`config.mk`:
```
export PLATFORM = sky130hd
export DESIGN_NAME = mnm_notice_monitor
export DESIGN_NICKNAME = d
export VERILOG_FILES = /design/src/mnm_pkg.sv /design/src/mnm_notice_monitor.sv
export VERILOG_INCLUDE_DIRS = /design/src
export SDC_FILE = /design/constraint.sdc
export NUM_CORES = 2
export LEC_CHECK = 0
export ABC_CLOCK_PERIOD_IN_PS = 7320
export BUFFER_PORTS_ARGS = -buffer_cell sky130_fd_sc_hd__buf_2
export CAP_MARGIN = 0
export CORE_AREA = 2 2 314 285
export DETAILED_ROUTE_END_ITERATION = 10
export DIE_AREA = 0 0 316 287
export HOLD_SLACK_MARGIN = 0.1
export PLACE_DENSITY = 0.73
export SYNTH_ARGS = -nofsm -noshare
export SYNTH_HDL_FRONTEND = slang
export SYNTH_SLANG_ARGS = --single-unit
```
`constraint.sdc`:
```
create_clock -name clk -period 7.32 [get_ports clk]
set_clock_uncertainty 0.2 [all_clocks]
set_input_delay 0.366 -clock clk [delete_from_list [all_inputs] [get_ports clk]]
set_output_delay 0.366 -clock clk [all_outputs]
set_load 0.005 [all_outputs]
```
`src/mnm_consts.svh`:
```
// Constants of the maintenance notice monitor: offsets, fields, resets, timing
`ifndef MNM_CONSTS_SVH
`define MNM_CONSTS_SVH

// ****************************************
// Register byte offsets
// ****************************************
`define MNM_OFS_CTRL 8'h00
`define MNM_OFS_ACTION 8'h04
`define MNM_OFS_ROUTE 8'h08
`define MNM_OFS_NOTICE 8'h0C
`define MNM_OFS_REMOTE 8'h10
`define MNM_OFS_TH_TEMP 8'h14
`define MNM_OFS_TH_OVER 8'h18
`define MNM_OFS_TH_UNDER 8'h1C
`define MNM_OFS_TH_LOAD 8'h20
`define MNM_OFS_HIST_CMD 8'h24
`define MNM_OFS_HIST_SEL 8'h28
`define MNM_OFS_HIST_CODE 8'h2C
`define MNM_OFS_HIST_TIME 8'h30
`define MNM_OFS_HIST_DATA 8'h34
`define MNM_OFS_IRQ_STAT 8'h38
`define MNM_OFS_IRQ_MASK 8'h3C
`define MNM_OFS_TIME 8'h40

// ****************************************
// Notice bit positions and fields
// ****************************************
`define MNM_BIT_TEMP 2
`define MNM_BIT_OVER 4
`define MNM_BIT_UNDER 5
`define MNM_BIT_LOAD 7
`define MNM_NOTICE_MASK 8'hB4
`define MNM_IRQ_NOTICE 0
`define MNM_IRQ_REFUSED 1
`define MNM_IRQ_DROPPED 2
`define MNM_HIST_DEPTH 5'h10

// ****************************************
// Reset values and hysteresis (1 C, 0.1 V per LSB)
// ****************************************
`define MNM_RST_ACTION 8'hB4
`define MNM_RST_ROUTE 8'h00
`define MNM_RST_TH_TEMP 16'h0055
`define MNM_RST_TH_OVER 16'h012C
`define MNM_RST_TH_UNDER 16'h00C8
`define MNM_RST_TH_LOAD 16'h00C8
`define MNM_HYST_TEMP 17'h00005
`define MNM_HYST_VOLT 17'h00005

// ****************************************
// Timing
// ****************************************
`define MNM_CLK_NS 8
`define MNM_MS_NS 1000000
`define MNM_BLINK_SLOT_MS 8'hC8
`define MNM_BLINK_SLOTS 4'hA
`define MNM_BLINK_ON_A 4'h0
`define MNM_BLINK_ON_B 4'h2

`endif

```
`src/mnm_pkg.sv`:
```
// Types shared by the maintenance notice monitor
`default_nettype none
package mnm_pkg;

  typedef struct packed {
    logic psel;
    logic penable;
    logic pwrite;
    logic [7:0] paddr;
    logic [31:0] pwdata;
  } mnm_apb_req_t;

  typedef struct packed {
    logic [31:0] prdata;
    logic pready;
    logic pslverr;
  } mnm_apb_rsp_t;

  typedef struct packed {
    logic [15:0] temp;
    logic [15:0] volt;
    logic [15:0] torque;
  } mnm_meas_t;

  typedef struct packed {
    logic [7:0] code;
    logic [31:0] stamp;
    logic [15:0] data;
  } mnm_entry_t;

  typedef struct packed {
    mnm_apb_rsp_t rsp;
    logic autoClear;
    logic [7:0] action;
    logic [7:0] route;
    logic [7:0] cond;
    logic [7:0] notice;
    logic [7:0] pend;
    logic [15:0] thTemp;
    logic [15:0] thOver;
    logic [15:0] thUnder;
    logic [15:0] thLoad;
    logic [3:0] sel;
    logic [4:0] count;
    mnm_entry_t [15:0] hist;
    logic [2:0] irqStat;
    logic [2:0] irqMask;
    logic irq;
    logic lockMeta;
    logic lockSync;
    logic [16:0] msCnt;
    logic [31:0] timeMs;
    logic [7:0] slotMs;
    logic [3:0] slot;
    logic [7:0] noticeDirect;
    logic [7:0] remote;
    logic anyNotice;
    logic indicator;
  } mnm_state_t;

endpackage
`default_nettype wire

```
`src/mnm_notice_monitor.sv`:
```
// Notice monitor: threshold checks, notice outputs, indicator blink, history, APB
// Operation
// - Active notice raises its own bit output
// - Bit output routes to terminal or remote
// - Combined output when any acting notice present
// - Indicator blinks orange twice while acting
// - Notices never stop or alter motor operation
// - Non-acting notice drives only its bit
// - Auto-clear on: notice follows release condition
// - Auto-clear off: notice latched after release
// - History keeps 16 entries, newest first
// - Entry holds code, time and contents
// - Host reads and clears history over link
// - Clear refused while operator lock off
// - Temperature bit 2, release 5 C below
// - Overvoltage bit 4, release 0.5 V below
// - Undervoltage bit 5, release 0.5 V above
// - Load bit 7, release below threshold
//
// Local design decisions: the register addresses and the APB slave port.
`timescale 1ns/1ps
`default_nettype none
`include "mnm_consts.svh"

module mnm_notice_monitor #(
  parameter int MS_CYCLES = `MNM_MS_NS / `MNM_CLK_NS
) (
  input wire logic clk,
  input wire logic rst_n,
  input wire mnm_pkg::mnm_apb_req_t apbReq,
  output var mnm_pkg::mnm_apb_rsp_t apbRsp,
  input wire mnm_pkg::mnm_meas_t meas,
  input wire logic operatorLockInput,
  output var logic [7:0] noticeDirect,
  output var logic anyNoticeOutput,
  output var logic powerAlarmIndicator,
  output var logic irq
);
  import mnm_pkg::*;

  mnm_state_t r;
  mnm_state_t n;
  logic wr;
  logic [7:0] setCond;
  logic [7:0] relCond;
  logic [7:0] clrNotice;
  logic [2:0] clrIrq;
  logic [2:0] setIrq;
  logic histClr;
  logic push;
  logic [7:0] pushCode;
  logic [15:0] pushData;
  logic msTick;
  mnm_entry_t selEntry;

  // ****************************************
  // Next state
  // ****************************************
  always_comb
  begin
    n = r;
    wr = apbReq.psel & apbReq.penable & apbReq.pwrite & r.rsp.pready;
    clrNotice = 8'h00;
    clrIrq = 3'h0;
    setIrq = 3'h0;
    histClr = 1'b0;
    push = 1'b0;
    pushCode = 8'h00;
    pushData = 16'h0000;
    selEntry = (r.sel < r.count[3:0] || r.count == `MNM_HIST_DEPTH) ? r.hist[r.sel] : '0;

    // Lock pin is asynchronous to clk
    n.lockMeta = operatorLockInput;
    n.lockSync = r.lockMeta;

    // One wait state, so read data and pready both leave flops
    n.rsp.pready = apbReq.psel & apbReq.penable & ~r.rsp.pready;
    n.rsp.pslverr = 1'b0;
    n.rsp.prdata = 32'h0000_0000;
    if (n.rsp.pready)
    begin
      case (apbReq.paddr)
        `MNM_OFS_CTRL: n.rsp.prdata = {31'h0, r.autoClear};
        `MNM_OFS_ACTION: n.rsp.prdata = {24'h0, r.action};
        `MNM_OFS_ROUTE: n.rsp.prdata = {24'h0, r.route};
        `MNM_OFS_NOTICE: n.rsp.prdata = {24'h0, r.notice};
        `MNM_OFS_REMOTE: n.rsp.prdata = {24'h0, r.remote};
        `MNM_OFS_TH_TEMP: n.rsp.prdata = {16'h0, r.thTemp};
        `MNM_OFS_TH_OVER: n.rsp.prdata = {16'h0, r.thOver};
        `MNM_OFS_TH_UNDER: n.rsp.prdata = {16'h0, r.thUnder};
        `MNM_OFS_TH_LOAD: n.rsp.prdata = {16'h0, r.thLoad};
        `MNM_OFS_HIST_CMD: n.rsp.prdata = {27'h0, r.count};
        `MNM_OFS_HIST_SEL: n.rsp.prdata = {28'h0, r.sel};
        `MNM_OFS_HIST_CODE: n.rsp.prdata = {24'h0, selEntry.code};
        `MNM_OFS_HIST_TIME: n.rsp.prdata = selEntry.stamp;
        `MNM_OFS_HIST_DATA: n.rsp.prdata = {16'h0, selEntry.data};
        `MNM_OFS_IRQ_STAT: n.rsp.prdata = {29'h0, r.irqStat};
        `MNM_OFS_IRQ_MASK: n.rsp.prdata = {29'h0, r.irqMask};
        `MNM_OFS_TIME: n.rsp.prdata = r.timeMs;
        default: n.rsp.pslverr = 1'b1;
      endcase
    end

    if (wr)
    begin
      case (apbReq.paddr)
        `MNM_OFS_CTRL: n.autoClear = apbReq.pwdata[0];
        `MNM_OFS_ACTION: n.action = apbReq.pwdata[7:0] & `MNM_NOTICE_MASK;
        `MNM_OFS_ROUTE: n.route = apbReq.pwdata[7:0] & `MNM_NOTICE_MASK;
        `MNM_OFS_NOTICE: clrNotice = apbReq.pwdata[7:0];
        `MNM_OFS_TH_TEMP: n.thTemp = apbReq.pwdata[15:0];
        `MNM_OFS_TH_OVER: n.thOver = apbReq.pwdata[15:0];
        `MNM_OFS_TH_UNDER: n.thUnder = apbReq.pwdata[15:0];
        `MNM_OFS_TH_LOAD: n.thLoad = apbReq.pwdata[15:0];
        `MNM_OFS_HIST_CMD: histClr = apbReq.pwdata[0];
        `MNM_OFS_HIST_SEL: n.sel = apbReq.pwdata[3:0];
        `MNM_OFS_IRQ_STAT: clrIrq = apbReq.pwdata[2:0];
        `MNM_OFS_IRQ_MASK: n.irqMask = apbReq.pwdata[2:0];
        default: ;
      endcase
    end

    // Threshold checks; 17-bit sums keep the hysteresis free of wrap
    setCond = 8'h00;
    relCond = 8'h00;
    setCond[`MNM_BIT_TEMP] = meas.temp >= r.thTemp;
    relCond[`MNM_BIT_TEMP] = ({1'b0, meas.temp} + `MNM_HYST_TEMP) <= {1'b0, r.thTemp};
    setCond[`MNM_BIT_OVER] = meas.volt >= r.thOver;
    relCond[`MNM_BIT_OVER] = ({1'b0, meas.volt} + `MNM_HYST_VOLT) <= {1'b0, r.thOver};
    setCond[`MNM_BIT_UNDER] = meas.volt <= r.thUnder;
    relCond[`MNM_BIT_UNDER] = {1'b0, meas.volt} >= ({1'b0, r.thUnder} + `MNM_HYST_VOLT);
    setCond[`MNM_BIT_LOAD] = meas.torque >= r.thLoad;
    relCond[`MNM_BIT_LOAD] = meas.torque < r.thLoad;
    n.cond = setCond | (r.cond & ~relCond);

    // Latched notice cleared by a one; a live condition wins over the clear
    if (n.autoClear)
      n.notice = n.cond;
    else
      n.notice = n.cond | (r.notice & ~clrNotice);

    // Outputs only report; nothing here feeds drive enable or speed
    n.noticeDirect = n.notice & ~n.route;
    n.remote = n.notice & n.route;
    n.anyNotice = |(n.notice & n.action);

    // Millisecond time base for stamps and the blink pattern
    msTick = r.msCnt == 17'(MS_CYCLES - 1);
    n.msCnt = msTick ? 17'h00000 : r.msCnt + 17'h00001;
    if (msTick)
      n.timeMs = r.timeMs + 32'h0000_0001;

    // Pattern restarts on every new acting episode, so the first blink is at once
    if (!n.anyNotice)
    begin
      n.slotMs = 8'h00;
      n.slot = 4'h0;
    end
    else if (msTick)
    begin
      n.slotMs = (r.slotMs == `MNM_BLINK_SLOT_MS - 8'h01) ? 8'h00 : r.slotMs + 8'h01;
      if (r.slotMs == `MNM_BLINK_SLOT_MS - 8'h01)
        n.slot = (r.slot == `MNM_BLINK_SLOTS - 4'h1) ? 4'h0 : r.slot + 4'h1;
    end
    n.indicator = n.anyNotice & (n.slot == `MNM_BLINK_ON_A || n.slot == `MNM_BLINK_ON_B);

    // Simultaneous rises queue up and are logged one per cycle, low bit first
    n.pend = r.pend | (n.cond & ~r.cond);
    for (int i = 0; i < 8; i++)
    begin
      if (r.pend[i] && !push)
      begin
        push = 1'b1;
        pushCode = 8'(i);
        n.pend[i] = 1'b0;
      end
    end
    case (pushCode)
      8'h02: pushData = meas.temp;
      8'h04: pushData = meas.volt;
      8'h05: pushData = meas.volt;
      default: pushData = meas.torque;
    endcase

    if (histClr && r.lockSync)
      n.count = 5'h00;
    if (histClr && !r.lockSync)
      setIrq[`MNM_IRQ_REFUSED] = 1'b1;
    if (push)
    begin
      for (int i = 15; i > 0; i--)
        n.hist[i] = r.hist[i - 1];
      n.hist[0] = '{code: pushCode, stamp: r.timeMs, data: pushData};
      setIrq[`MNM_IRQ_NOTICE] = 1'b1;
      if (n.count == `MNM_HIST_DEPTH)
        setIrq[`MNM_IRQ_DROPPED] = 1'b1;
      else
        n.count = n.count + 5'h01;
    end

    n.irqStat = setIrq | (r.irqStat & ~clrIrq);
    n.irq = |(n.irqStat & n.irqMask);
  end

  // ****************************************
  // State register
  // ****************************************
  always_ff @(posedge clk)
  begin
    if (!rst_n)
    begin
      r <= '0;
      r.autoClear <= 1'b1;
      r.action <= `MNM_RST_ACTION;
      r.route <= `MNM_RST_ROUTE;
      r.thTemp <= `MNM_RST_TH_TEMP;
      r.thOver <= `MNM_RST_TH_OVER;
      r.thUnder <= `MNM_RST_TH_UNDER;
      r.thLoad <= `MNM_RST_TH_LOAD;
    end
    else
      r <= n;
  end

  assign apbRsp = r.rsp;
  assign noticeDirect = r.noticeDirect;
  assign anyNoticeOutput = r.anyNotice;
  assign powerAlarmIndicator = r.indicator;
  assign irq = r.irq;
endmodule
`default_nettype wire

```
# == Word level (Yosys, flattened, before mapping) ==
# Index checks and enable logic that the tools add are counted.
# word_totals
regBits,1132
input_bits,94
output_inout_bits,45
word_cells,237
# classes
add_sub_neg,8
order_cmp,10
n_eq_ne,25
n_mux,46
bitwise,24
reduce_logical,41
# op_table
operator,n
$mux 901,1
$pmux 32 s17,1
$bmux 56 s4,1
$mux 56,2
$mux 8,12
$eq 8x6->1 const B,8
$add 16x3->17 const B,3
$and 8x8->8,6
$ge 16x16->1,3
$le 17x16->1,2
$add 32x1->32 const B,1
$eq 8x5->1 const B,4
$not 8->8,4
$pmux 16 s2,1
$eq 8x3->1 const B,3
$or 8x8->8,3
$reduce_or 2->1,10
$add 17x1->17 const B,1
$eq 17x17->1 const B,1
$ge 16x17->1,1
$mux 1,17
$mux 17,1
$reduce_or 17->1,1
$eq 8x4->1 const B,2
29 further kinds,65

# == Depth between registers and ports, before layout ==
# depth
ltp_word,26
ltp_mapped,15
mapped_depth_nobuf,14

# == Worst setup path before layout ==
# OpenSTA, ideal clock, no wires.
# synth_path
path_kind,input to register
start,input meas[32] in the netlist's numbering
end,register r[18] in the netlist's numbering
setup_time_ns,0.126
t_arrival_ns,3.197
required_ns,6.994
slack_ns,3.797
cell_stages,14
path_buffers,1
path_cell_list,ha_1 nor2_1 nor3b_1 nand3_1 xnor2_1 ha_1 a211oi_1 o21bai_1 a21o_1 a32o_1 a211o_1 o21ai_0 buf_2 a31oi_1
# synth_between
elab_chain_cells,10
word_cells_on_any_way,11
classes_between,add/sub (1); order compare (2); mux (2); bitwise (5); reduce/logical (1)
# synth_rtl
item,line,source
"start, declared",mnm_notice_monitor.sv:32,"input wire mnm_pkg::mnm_meas_t meas,"
$add 16x3->17 (no source line),-,
$le 17x16->1,mnm_notice_monitor.sv:127,"relCond[`MNM_BIT_TEMP] = ({1'b0, meas.temp} + `MNM_HYST_TEMP) <= {1'b0, r.thTemp};"
$not 8->8,mnm_notice_monitor.sv:134,n.cond = setCond | (r.cond & ~relCond);
$and 8x8->8,mnm_notice_monitor.sv:134,
$or 8x8->8 (*),mnm_notice_monitor.sv:134,
$or 8x8->8,mnm_notice_monitor.sv:140,n.notice = n.cond | (r.notice & ~clrNotice);
$mux 8 (*),mnm_notice_monitor.sv:137,if (n.autoClear)
$and 8x8->8 (*),mnm_notice_monitor.sv:145,n.anyNotice = |(n.notice & n.action);
$reduce_or 8->1 (*),mnm_notice_monitor.sv:145,
$mux 4 (*),mnm_notice_monitor.sv:154,if (!n.anyNotice)
"end signal, assigned",mnm_notice_monitor.sv:222,r <= n;
"end, declared",mnm_notice_monitor.sv:41,mnm_state_t r;
# Mark *: on every way between the ends. The rest lies on a longest branch, timed or not.
# A chain may end at the register's enable or synchronous reset.

# == Worst setup path after layout ==
# layout_path
start,register r[1009] in the netlist's numbering
end,register r[29] in the netlist's numbering
# layout_between
elab_chain_cells,10
word_cells_on_any_way,11
classes_between,add/sub (1); order compare (2); mux (1); bitwise (5); reduce/logical (2)
# layout_rtl
item,line,source
$add 16x3->17 (no source line),-,
$ge 16x17->1,mnm_notice_monitor.sv:131,"relCond[`MNM_BIT_UNDER] = {1'b0, meas.volt} >= ({1'b0, r.thUnder} + `MNM_HYST_VOLT);"
$not 8->8,mnm_notice_monitor.sv:134,
$and 8x8->8,mnm_notice_monitor.sv:134,
$or 8x8->8 (*),mnm_notice_monitor.sv:134,
$or 8x8->8,mnm_notice_monitor.sv:140,
$mux 8 (*),mnm_notice_monitor.sv:137,
$and 8x8->8 (*),mnm_notice_monitor.sv:145,
$reduce_or 8->1 (*),mnm_notice_monitor.sv:145,
$reduce_and 2->1 (no source line) (*),-,
# Marks and branches as above.

==> impl_metrics.toml <==
[synthesis]
synth.top_cells.by_count = "1,868 x nand2_1, 1,044 x dfxtp_1, 876 x a21boi_0"
syn_inst = 5524
ys_warn_count = 0
ys_types = 80
ys_seq_area_share_pct = 42.24
synth_top_area_share_pct = 42.24
ys_async_sr_fraction_pct = 0
synth-seq-cells = 1044
avgSynthCellArea_sq_um = 8.956
synth_most_common_cell = "nand2_1"
netlist_top_cells_area = "dfxtp_1 42%, nand2_1 14%, a21boi_0 13%"
synth_top_cell_by_area = "dfxtp_1"
synth-edff-count = 0
synth.net_count = 5741
syn-cell-area_sq_mm = 0.04947
synth-main-ff-cell = "dfxtp_1"

[global_route]
grt-ovfl-total = 0
grt_antenna_before_repair = 0
grt_max_degree = 265
grtUsageMet3_pct = 3.593
grt_pass1_vias = 36260
busiest_layer = "met2"
track_usage_pct = 25.73
grtUsageMet1_pct = 35.22
met2_usage_pct = 40.91
grt_pass1_wl_microns = 191600

[die]
coreArea_sq_mm = 0.08725
fp-row-count = 103
die_h_microns = 287
die_w_microns = 316
io_pins = 139
start_util_pct = 56.71
die_area_sq_mm = 0.09069

[timing]
worstMarginPinSlew_ns = 1.198
fin_ws_ns = 2.855
fmax_mhz = 224.0
post-route-period-util_pct = 61.00
setup-tns-final_ns = 0
hold_ws_ns = 0.1326
setup_viol = 0
rsz0062_at_grt = "no"
fin_crit_ns = 4.465
hold_violations = 0
drv_slew = 0
maxSlewHeadroom_pct = 20.01

[clock_tree]
clock-sinks = 1044
cts_max_level = 3
cts_root_buf = "clkbuf_16"
clock_latency_ns = 0.68
cts_setup_buffers = 0
path_clk_slew_ns = 0.06
cts_tree = "built"
clk_path_buf_depth = 3
numCtsBuffers = 105

[detailed_routing]
drt-total-wl_microns = 118500
vias = 38260
first_pass_iters = 7
wl_per_cell_microns = 17.88
routed_via_density = 5.773
drc = 0
ant_nets = 0
drt_iter0_markers = 3387

[power]
p_per_area_mw_per_mm2 = 229.2
vdd_ir_drop_max_v = 0.0002171
p_leak_nw = 17.78

[layout]
antenna-diode-count = 0
final_nets = 5604
fin_util_pct = 62.09
drive_gt1_share_pct = 11.55
area_delta_synth_final_pct = 9.494

[min_path]
hold_depth = 5
hold_class = "in -> reg"

[setup_path]
required_ns = 7.61
crit_fanout = 14
crit_arrival_ns = 4.75
startpoint_type = "flop"
critical_path_cell_count = 13
end_kind = "flop"
cp_cell_sequence = "ha_1 > o21ai_0 > nor2_1 > nand2_1 > xnor2_1 > ha_1 > nand3_1 > a21boi_0 > o2111ai_1 > a211oi_1 > o22ai_1 > o311ai_2 > a311oi_1"
worstSetupPathType = "reg -> reg"
path_buf_inv = 0
cpPeakStageDelay_ns = 1.03
r2r_cells = 13
worst_path_most_repeated_cell = "ha_1"
cp_slowest_cell = "o311ai_2"
cpLargestDelayFamily = "compound AO/OA/AOI/OAI gates"

[placement]
routabilityCongestion = 0.9211
hpwl_microns = 72230
post-place-ws_ns = 2.974
io_buffers = 122

[run_status]
status = "finished clean"

[run]
drv_cap = 0
==> sequential cells by signal, summed over array words and instances, names as in the netlist <==
signal               cells
apbRsp                  34
noticeDirect             8
n                        1
powerAlarmIndicator      1
anyNoticeOutput          1
irq                      1
r                      998
==> metal layers <==
layer  vias to the layer above  routed length [microns]
li1                      18640                        -
met1                     18310                    53110
met2                      1008                    54080
met3                       303                     6432
met4                         0                     4848
met5                         -                        0
==> cell type report <==
cell class,instances,area (sq um)
Multi-Input combinational cell,3926,26320
Sequential cell,1044,20920
Clock buffer,157,3228
Inverter,106,397.9
Clock inverter,35,400.4
Fill cell,7217,33080
Tap cell,1155,1445
Timing Repair Buffer,204,1466
==> final timing paths <==
kind	start	endpoint	slack, ns
hold reg to reg	n[79]$_SDFF_PN0_	r[79]$_SDFF_PN0_	0.24
hold / removal	meas[15]	r[103]$_SDFFE_PN0N_	0.13
setup / recovery	r[1009]$_SDFFE_PN0P_	r[29]$_SDFFE_PN0N_	2.86
setup reg to reg	r[1009]$_SDFFE_PN0P_	r[29]$_SDFFE_PN0N_	2.86
==> repair_timing <==
action / CTS / global route
gates resized for setup: 0 / 0
hold buffers: 37 / 0
hold endpoints to repair: 181 / 0
==> kinds of logic after synthesis <==
logic type / Yosys count / share of synthesized area [%]
xor gates and xnor gates: 88 / 1.558
and+or+nand+nor: 2239 / 18.52
adders and majority gates: 123 / 3.111
AOI/OAI and AO/OA: 1194 / 17.75
DFF: 1044 / 42.24
muxes: 282 / 12.16
buffers and inverters: 554 / 4.661
==> tightest hold or removal path: stages <==
cell and delay, ns:
buf_2 0.10, mux2i_1 0.10, o21ai_0 0.17, nand2_1 0.06, a21boi_0 0.17
==> power by group <==
part,internal (mW),switching (mW)
Combinational,0.269,0.826
Sequential,5.72,0.0418
Clock,3.26,2.29
==> cell usage in the layout (no fill, tap or decap), types with 13 or more instances in the layout <==
| master | Yosys | final |
|---|---|---|
| a21boi_0 | 876 | 876 |
| a21o_1 | 18 | 18 |
| a21oi_1 | 54 | 54 |
| a222oi_1 | 16 | 16 |
| a22oi_1 | 32 | 32 |
| a31oi_1 | 27 | 27 |
| a32oi_1 | 17 | 17 |
| and2_1 | 38 | 38 |
| and3_1 | 29 | 29 |
| and4_1 | 13 | 13 |
| buf_2 | 31 | 121 |
| buf_4 | 42 | 34 |
| clkbuf_1 | 355 | 16 |
| clkbuf_16 | 0 | 109 |
| clkbuf_8 | 0 | 32 |
| clkinv_2 | 0 | 19 |
| dfxtp_1 | 1044 | 1040 |
| dlygate4sd3_1 | 0 | 37 |
| ha_1 | 123 | 123 |
| inv_1 | 106 | 106 |
| mux2i_1 | 25 | 25 |
| mux4_2 | 255 | 255 |
| nand2_1 | 1868 | 1868 |
| nand3_1 | 59 | 59 |
| nand4_1 | 36 | 36 |
| nor2_1 | 89 | 87 |
| nor2b_1 | 23 | 23 |
| nor3_1 | 17 | 15 |
| o211ai_1 | 20 | 20 |
| o21ai_0 | 67 | 67 |
| xnor2_1 | 68 | 68 |
| xor2_1 | 20 | 20 |
==> stage by stage <==
| stage | cells | cell area, sq um | power [mW] |
|---|---|---|---|
| 2_1_floorplan | 5524 | 49480 | 6.667 |
| 3_3_place_gp | 6398 | 50170 | 6.968 |
| 3_5_place_dp | 6398 | 50170 | 6.967 |
| 4_1_cts | 6627 | 54170 | 12.51 |
| 5_1_grt | 6627 | 54170 | 12.85 |
| 6_report | 6627 | 54170 | 12.42 |
Note: power is estimated with default switching activity, not from simulation.
